--- config.mk ---
export PLATFORM = sky130hd
export DESIGN_NAME = remote_command_error_queue
export DESIGN_NICKNAME = d
export VERILOG_FILES = /design/src/errq_pkg.sv /design/src/remote_command_error_queue.sv /design/src/errq_mem.sv
export SDC_FILE = /design/constraint.sdc
export NUM_CORES = 1
export LEC_CHECK = 0
export ABC_AREA = 0
export BUFFER_PORTS_ARGS = -buffer_cell sky130_fd_sc_hd__buf_2
export CAP_MARGIN = 20
export CORE_UTILIZATION = 30
export DETAILED_ROUTE_END_ITERATION = 12
export GPL_ROUTABILITY_DRIVEN = 0
export PLACE_DENSITY_LB_ADDON = 0.3
export REMOVE_ABC_BUFFERS = 1
export SYNTH_ARGS = -nofsm -noshare
export SYNTH_HDL_FRONTEND = slang
export SYNTH_SLANG_ARGS = --single-unit
--- constraint.sdc ---
create_clock -name mclk_i -period 6.6 [get_ports mclk_i]
set_clock_uncertainty 0.05 [all_clocks]
set_input_delay 0.66 -clock mclk_i [delete_from_list [all_inputs] [get_ports mclk_i]]
set_output_delay 0.66 -clock mclk_i [all_outputs]
set_load 0.03 [all_outputs]
--- src/errq_pkg.sv ---
package errq_pkg;
  localparam int CODE_W = 10;
  localparam int IDX_W = 3;
  localparam int ENT_W = CODE_W + IDX_W;
  localparam int DEPTH = 20;
  localparam int PTR_W = 5;
  localparam logic [7:0] CH_LF = 8'h0a;
  localparam logic [7:0] CH_SP = 8'h20;
  localparam logic [7:0] CH_COLON = 8'h3a;
  localparam logic [7:0] CH_SEMI = 8'h3b;
  localparam logic [7:0] CH_COMMA = 8'h2c;
  localparam logic [7:0] CH_DQ = 8'h22;
  localparam logic [7:0] CH_SQ = 8'h27;
  localparam logic [7:0] CH_HASH = 8'h23;
  localparam logic [7:0] CH_DOLLAR = 8'h24;
  localparam logic [7:0] CH_PCT = 8'h25;
  localparam logic signed [CODE_W-1:0] C_NONE = 10'sd0;
  localparam logic signed [CODE_W-1:0] C_BADCH = -10'sd101;
  localparam logic signed [CODE_W-1:0] C_SYNTAX = -10'sd102;
  localparam logic signed [CODE_W-1:0] C_SEP = -10'sd103;
  localparam logic signed [CODE_W-1:0] C_TYPE = -10'sd104;
  localparam logic signed [CODE_W-1:0] C_GET = -10'sd105;
  localparam logic signed [CODE_W-1:0] C_XPAR = -10'sd108;
  localparam logic signed [CODE_W-1:0] C_OVF = -10'sd350;
  localparam logic [IDX_W-1:0] M_NONE = 3'h0;
  localparam logic [IDX_W-1:0] M_BADCH = 3'h1;
  localparam logic [IDX_W-1:0] M_SYNTAX = 3'h2;
  localparam logic [IDX_W-1:0] M_SEP = 3'h3;
  localparam logic [IDX_W-1:0] M_TYPE = 3'h4;
  localparam logic [IDX_W-1:0] M_GET = 3'h5;
  localparam logic [IDX_W-1:0] M_XPAR = 3'h6;
  localparam logic [IDX_W-1:0] M_OVF = 3'h7;
  localparam int MSG_MAX = 80;
  localparam int TIMEOUT_SEC = 30;
  localparam longint CLK_HZ = 64'd100_000_000;
  localparam longint TIMEOUT_CYC = 64'(TIMEOUT_SEC) * CLK_HZ;
  localparam int SYNC_W = 3;
endpackage

--- src/remote_command_error_queue.sv ---
// Summary of operation
// oldest stored error is read first
// each read reports and removes one error
// indicator lit while queue not empty
// one beep pulse per new error
// full queue: newest entry becomes -350
// after overflow drop errors until read
// read of empty queue gives +0
// clear-status and power-on empty queue
// reset command leaves queue alone
// code, comma, quoted text up to 80
// panel exit or timeout clears queue
// hash, dollar, percent log -101
// space around colon or before comma: -102
// wrong separator logs -103
// wrong parameter type logs -104
// trigger mid-string logs -105
// too many parameters logs -108
// line feed ends a command string
// device clear flushes and restarts parsing
// device clear keeps error queue
// entry holds signed code and message index
`timescale 1ns/100ps
`default_nettype none
module remote_command_error_queue #(
  parameter logic [31:0] TIMEOUT_CYC = 32'(errq_pkg::TIMEOUT_CYC)
) (
  input wire logic mclk_i, // 100 MHz clock
  input wire logic rst_n_i, // async reset, low
  input wire logic ce_i, // clock enable
  input wire logic rx_valid_i, // received character strobe
  input wire logic [7:0] rx_data_i, // received character
  input wire logic cmd_str_i, // decoded command wants string
  input wire logic [3:0] cmd_max_par_i, // decoded command max params
  input wire logic get_i, // group execute trigger pulse
  input wire logic dcl_i, // device clear pulse
  input wire logic cls_i, // clear-status command pulse
  input wire logic err_read_i, // error read request pulse
  input wire logic err_key_i, // panel error key pin
  input wire logic knob_i, // panel knob activity pin
  output logic resp_valid_o, // response strobe
  output logic [errq_pkg::CODE_W-1:0] resp_code_o, // signed code
  output logic [errq_pkg::IDX_W-1:0] resp_msg_o, // message index
  output logic [6:0] resp_len_o, // message length in chars
  output logic err_led_o, // error indicator
  output logic beep_o, // beep request pulse
  output logic flush_o, // flush io buffers pulse
  output logic viewing_o, // panel error view active
  output logic [errq_pkg::PTR_W-1:0] count_o // queued entries
);
  typedef enum logic [1:0] {
    P_HDR = 2'b00,
    P_PAR = 2'b01,
    P_SKIP = 2'b10
  } pstate_t;

  typedef struct packed {
    pstate_t pst;
    logic prev_colon;
    logic prev_sp;
    logic tok;
    logic sp_after;
    logic in_str;
    logic [3:0] npar;
    logic mid;
    logic exp_str;
    logic [3:0] max_par;
    logic [errq_pkg::PTR_W-1:0] wr_ptr;
    logic [errq_pkg::PTR_W-1:0] rd_ptr;
    logic [errq_pkg::PTR_W-1:0] cnt;
    logic ovf;
    logic rempty;
    logic rvalid;
    logic beep;
    logic flush;
    logic view;
    logic [31:0] tmr;
    logic [errq_pkg::SYNC_W-1:0] key_s;
    logic [errq_pkg::SYNC_W-1:0] knob_s;
  } st_t;

  st_t s_ff;
  st_t nxt_s;
  logic ev;
  logic signed [errq_pkg::CODE_W-1:0] ev_code;
  logic [errq_pkg::IDX_W-1:0] ev_idx;
  logic mem_we;
  logic [errq_pkg::PTR_W-1:0] mem_waddr;
  logic [errq_pkg::ENT_W-1:0] mem_wdata;
  logic mem_re;
  logic [errq_pkg::ENT_W-1:0] mem_q;
  logic pop;
  logic clr;
  logic key_edge;
  logic knob_edge;

  function automatic logic [errq_pkg::PTR_W-1:0] ptr_inc(
      input logic [errq_pkg::PTR_W-1:0] p);
    ptr_inc = (32'(p) == errq_pkg::DEPTH - 1) ? '0 : p + 5'h01;
  endfunction

  function automatic logic [errq_pkg::PTR_W-1:0] ptr_dec(
      input logic [errq_pkg::PTR_W-1:0] p);
    ptr_dec = (p == '0) ? 5'(errq_pkg::DEPTH - 1) : p - 5'h01;
  endfunction

  function automatic logic is_quote(input logic [7:0] c);
    is_quote = (c == errq_pkg::CH_DQ) || (c == errq_pkg::CH_SQ);
  endfunction

  function automatic logic [6:0] msg_len(input logic [errq_pkg::IDX_W-1:0] i);
    unique case (i)
      errq_pkg::M_NONE: msg_len = 7'h08;
      errq_pkg::M_BADCH: msg_len = 7'h11;
      errq_pkg::M_SYNTAX: msg_len = 7'h0c;
      errq_pkg::M_SEP: msg_len = 7'h11;
      errq_pkg::M_TYPE: msg_len = 7'h0f;
      errq_pkg::M_GET: msg_len = 7'h0f;
      errq_pkg::M_XPAR: msg_len = 7'h15;
      errq_pkg::M_OVF: msg_len = 7'h0f;
    endcase
  endfunction

  // edges come from the second stage and a delay copy, never the first stage
  assign key_edge = s_ff.key_s[1] & ~s_ff.key_s[2];
  assign knob_edge = s_ff.knob_s[1] ^ s_ff.knob_s[2];

  always_comb begin
    nxt_s = s_ff;
    ev = 1'b0;
    ev_code = errq_pkg::C_NONE;
    ev_idx = errq_pkg::M_NONE;
    mem_we = 1'b0;
    mem_waddr = s_ff.wr_ptr;
    mem_wdata = '0;
    mem_re = 1'b0;
    pop = 1'b0;
    clr = 1'b0;
    nxt_s.beep = 1'b0;
    nxt_s.rvalid = 1'b0;
    nxt_s.flush = 1'b0;
    nxt_s.key_s = {s_ff.key_s[1:0], err_key_i};
    nxt_s.knob_s = {s_ff.knob_s[1:0], knob_i};

    // ---------------- parser ----------------
    if (rx_valid_i) begin
      nxt_s.mid = 1'b1;
      nxt_s.prev_colon = 1'b0;
      nxt_s.prev_sp = 1'b0;
      if (rx_data_i == errq_pkg::CH_LF) begin
        nxt_s.pst = P_HDR;
        nxt_s.mid = 1'b0;
        nxt_s.tok = 1'b0;
        nxt_s.sp_after = 1'b0;
        nxt_s.in_str = 1'b0;
        nxt_s.npar = '0;
      end else if (s_ff.in_str) begin
        // strings may carry any character except line feed and the quote marks, either of which closes them
        if (is_quote(rx_data_i)) begin
          nxt_s.in_str = 1'b0;
        end
      end else if (s_ff.pst != P_SKIP && (rx_data_i == errq_pkg::CH_HASH ||
          rx_data_i == errq_pkg::CH_DOLLAR || rx_data_i == errq_pkg::CH_PCT)) begin
        ev = 1'b1;
        ev_code = errq_pkg::C_BADCH;
        ev_idx = errq_pkg::M_BADCH;
      end else begin
        unique case (s_ff.pst)
          P_HDR: begin
            if (rx_data_i == errq_pkg::CH_COLON) begin
              nxt_s.prev_colon = 1'b1;
            end else if (rx_data_i == errq_pkg::CH_SP) begin
              if (s_ff.prev_colon) begin
                ev = 1'b1;
                ev_code = errq_pkg::C_SYNTAX;
                ev_idx = errq_pkg::M_SYNTAX;
              end else begin
                nxt_s.pst = P_PAR;
                nxt_s.prev_sp = 1'b1;
                nxt_s.exp_str = cmd_str_i;
                nxt_s.max_par = cmd_max_par_i;
              end
            end else if (rx_data_i == errq_pkg::CH_COMMA) begin
              ev = 1'b1;
              ev_code = errq_pkg::C_SEP;
              ev_idx = errq_pkg::M_SEP;
            end
          end
          P_PAR: begin
            if (rx_data_i == errq_pkg::CH_SEMI) begin
              nxt_s.pst = P_HDR;
              nxt_s.tok = 1'b0;
              nxt_s.sp_after = 1'b0;
              nxt_s.npar = '0;
            end else if (s_ff.prev_sp && !s_ff.tok && s_ff.npar == '0 &&
                (rx_data_i == errq_pkg::CH_COLON || rx_data_i == errq_pkg::CH_COMMA)) begin
              ev = 1'b1;
              ev_code = errq_pkg::C_SYNTAX;
              ev_idx = errq_pkg::M_SYNTAX;
            end else if (rx_data_i == errq_pkg::CH_SP) begin
              nxt_s.prev_sp = 1'b1;
              if (s_ff.tok) begin
                nxt_s.sp_after = 1'b1;
              end
            end else if (rx_data_i == errq_pkg::CH_COMMA) begin
              if (s_ff.sp_after) begin
                ev = 1'b1;
                ev_code = errq_pkg::C_SYNTAX;
                ev_idx = errq_pkg::M_SYNTAX;
              end else begin
                nxt_s.tok = 1'b0;
              end
            end else if (s_ff.sp_after) begin
              ev = 1'b1;
              ev_code = errq_pkg::C_SEP;
              ev_idx = errq_pkg::M_SEP;
            end else if (!s_ff.tok) begin
              nxt_s.tok = 1'b1;
              nxt_s.npar = s_ff.npar + 4'h1;
              if (s_ff.npar >= s_ff.max_par) begin
                ev = 1'b1;
                ev_code = errq_pkg::C_XPAR;
                ev_idx = errq_pkg::M_XPAR;
              end else if (is_quote(rx_data_i) != s_ff.exp_str) begin
                ev = 1'b1;
                ev_code = errq_pkg::C_TYPE;
                ev_idx = errq_pkg::M_TYPE;
              end else begin
                nxt_s.in_str = is_quote(rx_data_i);
              end
            end
          end
          P_SKIP: begin
            // rest of a faulty string is dropped up to its line feed
          end
          default: nxt_s.pst = P_SKIP;
        endcase
      end
    end
    // a trigger inside a partial string outranks a character error
    if (get_i && (s_ff.mid || rx_valid_i)) begin
      ev = 1'b1;
      ev_code = errq_pkg::C_GET;
      ev_idx = errq_pkg::M_GET;
    end
    // one parser error per command string; a trigger can still log -105
    if (ev && !(rx_valid_i && rx_data_i == errq_pkg::CH_LF)) begin
      nxt_s.pst = P_SKIP;
      nxt_s.in_str = 1'b0;
    end
    if (dcl_i) begin
      nxt_s.pst = P_HDR;
      nxt_s.mid = 1'b0;
      nxt_s.tok = 1'b0;
      nxt_s.sp_after = 1'b0;
      nxt_s.in_str = 1'b0;
      nxt_s.npar = '0;
      nxt_s.prev_colon = 1'b0;
      nxt_s.prev_sp = 1'b0;
      nxt_s.flush = 1'b1;
      // queue state is deliberately left out of this branch
    end

    // ---------------- front panel view ----------------
    clr = cls_i;
    if (!s_ff.view) begin
      if (key_edge && s_ff.cnt != '0) begin
        nxt_s.view = 1'b1;
        nxt_s.tmr = '0;
      end
    end else if (key_edge || s_ff.tmr >= TIMEOUT_CYC - 32'h1) begin
      nxt_s.view = 1'b0;
      clr = 1'b1;
    end else if (knob_edge) begin
      nxt_s.tmr = '0;
    end else begin
      nxt_s.tmr = s_ff.tmr + 32'h1;
    end

    // ---------------- queue ----------------
    if (err_read_i) begin
      nxt_s.rvalid = 1'b1;
      nxt_s.rempty = (s_ff.cnt == '0);
      if (s_ff.cnt != '0) begin
        mem_re = 1'b1;
        pop = 1'b1;
        nxt_s.rd_ptr = ptr_inc(s_ff.rd_ptr);
        nxt_s.ovf = 1'b0;
      end
    end
    nxt_s.cnt = s_ff.cnt - 5'(pop);
    if (ev) begin
      nxt_s.beep = 1'b1;
      if (32'(nxt_s.cnt) < errq_pkg::DEPTH) begin
        mem_we = 1'b1;
        mem_wdata = {ev_code, ev_idx};
        nxt_s.wr_ptr = ptr_inc(s_ff.wr_ptr);
        nxt_s.cnt = nxt_s.cnt + 5'h01;
      end else if (!s_ff.ovf) begin
        mem_we = 1'b1;
        mem_waddr = ptr_dec(s_ff.wr_ptr);
        mem_wdata = {errq_pkg::C_OVF, errq_pkg::M_OVF};
        nxt_s.ovf = 1'b1;
      end
    end
    // clear wins over a same-cycle error; reset command has no path here
    if (clr) begin
      mem_we = 1'b0;
      nxt_s.wr_ptr = '0;
      nxt_s.rd_ptr = '0;
      nxt_s.cnt = '0;
      nxt_s.ovf = 1'b0;
    end
  end

  always_ff @(posedge mclk_i or negedge rst_n_i) begin
    if (!rst_n_i) begin
      s_ff <= '0;
    end else if (ce_i) begin
      s_ff <= nxt_s;
    end
  end

  errq_mem #(
    .W(errq_pkg::ENT_W),
    .DEPTH(errq_pkg::DEPTH),
    .AW(errq_pkg::PTR_W)
  ) u_mem (
    .mclk_i(mclk_i),
    .rst_n_i(rst_n_i),
    .ce_i(ce_i),
    .we_i(mem_we),
    .waddr_i(mem_waddr),
    .wdata_i(mem_wdata),
    .re_i(mem_re),
    .raddr_i(s_ff.rd_ptr),
    .rdata_o(mem_q)
  );

  // selection by the rempty flop: held memory word or the constant empty marker
  assign resp_valid_o = s_ff.rvalid;
  assign resp_code_o = s_ff.rempty ? errq_pkg::C_NONE : mem_q[errq_pkg::ENT_W-1:errq_pkg::IDX_W];
  assign resp_msg_o = s_ff.rempty ? errq_pkg::M_NONE : mem_q[errq_pkg::IDX_W-1:0];
  assign resp_len_o = msg_len(resp_msg_o);
  assign err_led_o = (s_ff.cnt != '0);
  assign beep_o = s_ff.beep;
  assign flush_o = s_ff.flush;
  assign viewing_o = s_ff.view;
  assign count_o = s_ff.cnt;
endmodule // remote_command_error_queue
`default_nettype wire

--- src/errq_mem.sv ---
`timescale 1ns/100ps
`default_nettype none
module errq_mem #(
  parameter int W = 13,
  parameter int DEPTH = 20,
  parameter int AW = 5
) (
  input wire logic mclk_i, // system clock
  input wire logic rst_n_i, // async reset, low
  input wire logic ce_i, // clock enable
  input wire logic we_i, // write strobe
  input wire logic [AW-1:0] waddr_i, // write address
  input wire logic [W-1:0] wdata_i, // write data
  input wire logic re_i, // read strobe
  input wire logic [AW-1:0] raddr_i, // read address
  output logic [W-1:0] rdata_o // registered read data
);
  typedef struct packed {
    logic [DEPTH-1:0][W-1:0] mem;
    logic [W-1:0] rdata;
  } mem_st_t;

  mem_st_t s_ff;
  mem_st_t nxt_s;

  always_comb begin
    nxt_s = s_ff;
    if (re_i && 32'(raddr_i) < DEPTH) begin
      nxt_s.rdata = s_ff.mem[raddr_i];
    end
    if (we_i && 32'(waddr_i) < DEPTH) begin
      nxt_s.mem[waddr_i] = wdata_i;
    end
  end

  always_ff @(posedge mclk_i or negedge rst_n_i) begin
    if (!rst_n_i) begin
      s_ff <= '0;
    end else if (ce_i) begin
      s_ff <= nxt_s;
    end
  end

  assign rdata_o = s_ff.rdata;
endmodule // errq_mem
`default_nettype wire

==> results <==
- The flow ran to the end, and the final reports show no timing, DRC or antenna violations.
- The category of the worst setup path capture point is a register.
- The type of element launching the critical path is a register.
- The number of placed I/O pins is 53.
- The number of storage elements in the synthesis netlist is 286.
- The initial antenna violation count is 2.
- The leftover overflow at the end of global routing is 0.
- The worst path meets setup with 1.50 ns of slack.
- The type of the tightest min-delay check is input port to asynchronous set/reset pin.
- The maximum number of pins on one net before global-route repair is 184.
- The total global routing track utilization is 14.5%.
- For this run, the leading register cell type out of synthesis is sky130_fd_sc_hd__dfrtp_1.
- The number of antenna diodes in the final layout is 0.
- VDD sags by at most 222 uV.
- The routed layout has 9914 vias.
- The clock group share of total power is 34.2%.
- The via count of the first global-routing pass is 9997.
- The post-cts gate resize count is 0.
- In this run, CTS created clock tree buffers numbering 30.
- The sequential fraction of design power is 41.3%.
- The ratio of cells with drive above 1 in the final layout is 31.5%.
- The core region is 48000 um2.
- The first-pass GRT wire length is 57.6 mm.
- The class of the most critical setup path is register to register.
- Based on the critical path, the design can be clocked at up to 196 MHz.
- The number of nets in the layout is 1286.
- During synthesis, Yosys emitted a total of 0 warnings.
- Setup violations remaining at the end of the flow were counted as 0.
- In this run the number of H-tree levels came out at 1.
- The count of flip-flops with a built-in enable after synthesis is 0.
- The number of hold violations in the final report is 0.
- The signal on the critical path passes through inv_1 > nand3_1 > and2_1 > ha_1 > ha_1 > nor3b_1 > nor2_1 > a31oi_1 > nand2_1 > a211oi_4 > a21oi_1 > nor3b_2 > nor2b_1 > mux2_2.
- The proportion of total power due to net switching is 33.5%.
- The routed length per placed instance is 18.8 um.
- Broken down by cell family, the worst path's largest delay share belongs to simple AND/OR/NAND/NOR gates.
- The part of the power in combinational logic is 24.5%.
- The clock drives 286 sinks.
- The HPWL after detailed placement is 23.0 mm.
- Clock tree synthesis selected as its root buffer the cell sky130_fd_sc_hd__clkbuf_16.
- The number of distinct library cells after synthesis is 71.
- A synthesized cell averages 11.9 um2.
- For this run, design rule violations remaining after detail routing come to 0.
- The area growth from synthesis to layout is 12.5%.
- The switching component of the power is 1660 uW.
- The reported leakage power is 0.00756 uW.
- For the pin with the worst max-slew slack, the measured transition is 1.00 ns.
- The routed design has 35.5 mm of wire.
- Dividing the detail-routed via count by the number of cells gives 5.25.
- TritonCTS built the clock tree.
- STA puts the critical path data arrival time at 5.52 ns.
- Together, buffers and inverters on the worst path number 1.
- For this design, the CTS-stage hold fixing added 0 buffers.
- The die area is 49800 um2.
- Prior to clock tree synthesis, the placed netlist has a worst setup slack of 1.50 ns.
- The design internal power is 3290 uW.
- Counting cells, the worst reg-to-reg path comes to 14.
- The number of max-slew violations in the final report is 0.
- Setup repair after global routing left no endpoint under its margin.
- The worst register-to-register path ends at u_mem.s_ff[13]$_DFFE_PN0P_.
- The largest single stage delay on the critical path is 0.77 ns.
- The largest fanout on the critical path is 10.
- The first routing iteration left 712 violations.
- The buffer levels on the longest clock path is 3.
- Clock-pin slew was measured on the worst setup and hold paths at 0.06 ns.
- Data on the critical path is required at its endpoint by 7.02 ns.
- The final critical path takes up 77.3% of the cycle.
- The count of buffers inserted at the top-level ports is 49.
- Counting flops with an async set or reset pin after synthesis yields a share of 100%.
- For the final routed database, the setup TNS stands at 0 ns.
- Synthesis produced 1233 cells.
- The minimum clock period after layout is 5.10 ns.
- Headroom to the max-slew limit came out at 33.1%.
- The largest individual stage delay along the critical path comes from the cell sky130_fd_sc_hd__nor2b_1.
- The effective utilization at floorplan is 30.6%.
- The critical path's most frequent cell is sky130_fd_sc_hd__ha_1.
- The setup check on the worst reg-to-reg path leaves a slack of 1.50 ns.
- The total standard cell area after synthesis is 14700 um2.
- The part of the Yosys area used for sequential elements is 48.7%.
- The reported max-cap violation count is 0.
- The die span in y is 223 um.
- The number of setup buffers added after CTS is 0.
- The clock latency of the later-clocked register in the worst-skew pair is 0.59 ns.
- The number of placement rows is 80.
- The first-pass iteration count of the detailed router is 5.
- The origin of the critical flop-to-flop path is count_o[3]$_DFFE_PN0P_.
- In this run the horizontal extent of the chip is 223 um.
- The power density over the cells is 300 nW/um2.
- The count of nets left with antenna violations once routing finished came out at 0.
==> synthesized netlist by cell type (all sizes together), types with 8 or more instances <==
master	instances	area (um2)
ha	14	175
nand2	97	364
a21o	12	90.1
o31ai	8	60.1
and2	8	50.1
nand2b	28	175
or3	11	73.8
nor2	54	203
nand4	16	100
and3	15	93.8
or2	11	68.8
buf	20	124
a31oi	14	87.6
a21oi	43	238
dfrtp	286	7160
mux4	60	1350
o21ai	89	445
mux2	194	2290
nor2b	16	100
nand3	29	145
clkbuf	64	240
nor3	12	60.1
inv	33	124
==> sequential cells by signal, summed over array words and instances, names as in the netlist <==
signal and flops:
u_mem.s_ff 200, nxt_s 4, count_o 5, flush_o 1, s_ff 63, u_mem.rdata_o 10, beep_o 1, viewing_o 1
resp_valid_o 1
==> power groups by stage <==
stage | sequential [uW] | clock, uW | combinational (uW)
floorplan | 2080 | 0 | 795
global placement | 2080 | 0 | 1210
detailed placement | 2080 | 0 | 1220
CTS | 2050 | 1740 | 1230
global route | 2070 | 1810 | 1330
finish | 2050 | 1690 | 1210
==> worst max-delay path by stage <==
stage | start | to | slack [ns] | cells after the start
floorplan | count_o[3]$_DFFE_PN0P_ | u_mem.s_ff[13]$_DFFE_PN0P_ | 1.69 | 14
global placement | count_o[3]$_DFFE_PN0P_ | u_mem.s_ff[14]$_DFFE_PN0P_ | 1.68 | 14
detailed placement | count_o[3]$_DFFE_PN0P_ | u_mem.s_ff[15]$_DFFE_PN0P_ | 1.50 | 14
CTS | count_o[3]$_DFFE_PN0P_ | u_mem.s_ff[13]$_DFFE_PN0P_ | 1.51 | 14
global route | count_o[3]$_DFFE_PN0P_ | u_mem.s_ff[14]$_DFFE_PN0P_ | 0.97 | 14
finish | count_o[3]$_DFFE_PN0P_ | u_mem.s_ff[13]$_DFFE_PN0P_ | 1.50 | 14
==> layout make-up <==
cell class                 count  area [um2]
clock buffer                  39         855
clock inverter                16         140
fill                        4746       31500
inverter                      33         124
multi-input combinational    832        7070
sequential                   286        7160
tap                          615         769
timing repair buffer          66         395
==> routing by layer <==
metal	wire (um)	vias up	global-route usage, %
met1	16600	5126	20.1
met4	709	2	3.93
met2	16900	182	23.8
li1	-	4553	-
met3	1310	51	1.76
met5	8	-	0
==> per-stage QoR <==
stage	hold WS (ns)	util (%)	instances	instance area, um2	power, uW
2_1_floorplan	0.314	-	1151	14300	2870
3_3_place_gp	0.394	32.3	1832	15500	3280
3_5_place_dp	0.398	32.3	1832	15500	3300
4_1_cts	0.108	34.4	1887	16500	5020
5_1_grt	0.115	34.4	1887	16500	5220
6_report	0.0745	34.4	1887	16500	4950
==> worst reg2reg max path, stage by stage (launching register included) <==
cell and delay [ns]:
sky130_fd_sc_hd__dfrtp_1 0.45, sky130_fd_sc_hd__inv_1 0.12, sky130_fd_sc_hd__nand3_1 0.24, sky130_fd_sc_hd__and2_1 0.26, sky130_fd_sc_hd__ha_1 0.25, sky130_fd_sc_hd__ha_1 0.30, sky130_fd_sc_hd__nor3b_1 0.32, sky130_fd_sc_hd__nor2_1 0.10
sky130_fd_sc_hd__a31oi_1 0.51, sky130_fd_sc_hd__nand2_1 0.19, sky130_fd_sc_hd__a211oi_4 0.39, sky130_fd_sc_hd__a21oi_1 0.19, sky130_fd_sc_hd__nor3b_2 0.44, sky130_fd_sc_hd__nor2b_1 0.77, sky130_fd_sc_hd__mux2_2 0.41
==> cells by family after synthesis <==
family / synth area share [%]
AOI/OAI and AO/OA: 9.79
xor gates and xnor gates: 0.358
adders and majority gates: 1.19
buffers and inverters: 3.32
DFF: 48.7
muxes: 25.0
other: 0.0255
and+or+nand+nor: 11.6
==> cells in the final DEF (no fill, tap or decap), types with 7 or more instances in the layout <==
master | synthesis | layout
sky130_fd_sc_hd__nand2b_1 | 28 | 28
sky130_fd_sc_hd__o31ai_1 | 8 | 8
sky130_fd_sc_hd__o21ai_0 | 86 | 85
sky130_fd_sc_hd__mux2_4 | 27 | 27
sky130_fd_sc_hd__o22ai_1 | 7 | 7
sky130_fd_sc_hd__nor3_1 | 12 | 11
sky130_fd_sc_hd__or2_2 | 10 | 10
sky130_fd_sc_hd__a31oi_1 | 14 | 14
sky130_fd_sc_hd__or3_1 | 10 | 10
sky130_fd_sc_hd__a21o_1 | 12 | 12
sky130_fd_sc_hd__a21oi_1 | 41 | 41
sky130_fd_sc_hd__buf_4 | 11 | 16
sky130_fd_sc_hd__ha_1 | 14 | 14
sky130_fd_sc_hd__nand3_1 | 29 | 29
sky130_fd_sc_hd__mux4_2 | 60 | 60
sky130_fd_sc_hd__nor2_1 | 54 | 54
sky130_fd_sc_hd__dfrtp_1 | 286 | 284
sky130_fd_sc_hd__clkbuf_8 | 0 | 7
sky130_fd_sc_hd__nand4_1 | 16 | 16
sky130_fd_sc_hd__clkbuf_16 | 0 | 30
sky130_fd_sc_hd__and3_1 | 15 | 15
sky130_fd_sc_hd__nor2b_1 | 16 | 16
sky130_fd_sc_hd__nand2_1 | 97 | 97
sky130_fd_sc_hd__and2_1 | 8 | 8
sky130_fd_sc_hd__inv_1 | 33 | 33
sky130_fd_sc_hd__clkinv_2 | 0 | 10
sky130_fd_sc_hd__buf_2 | 6 | 48
sky130_fd_sc_hd__mux2_2 | 167 | 167
Power figures use the tool's default switching activity.
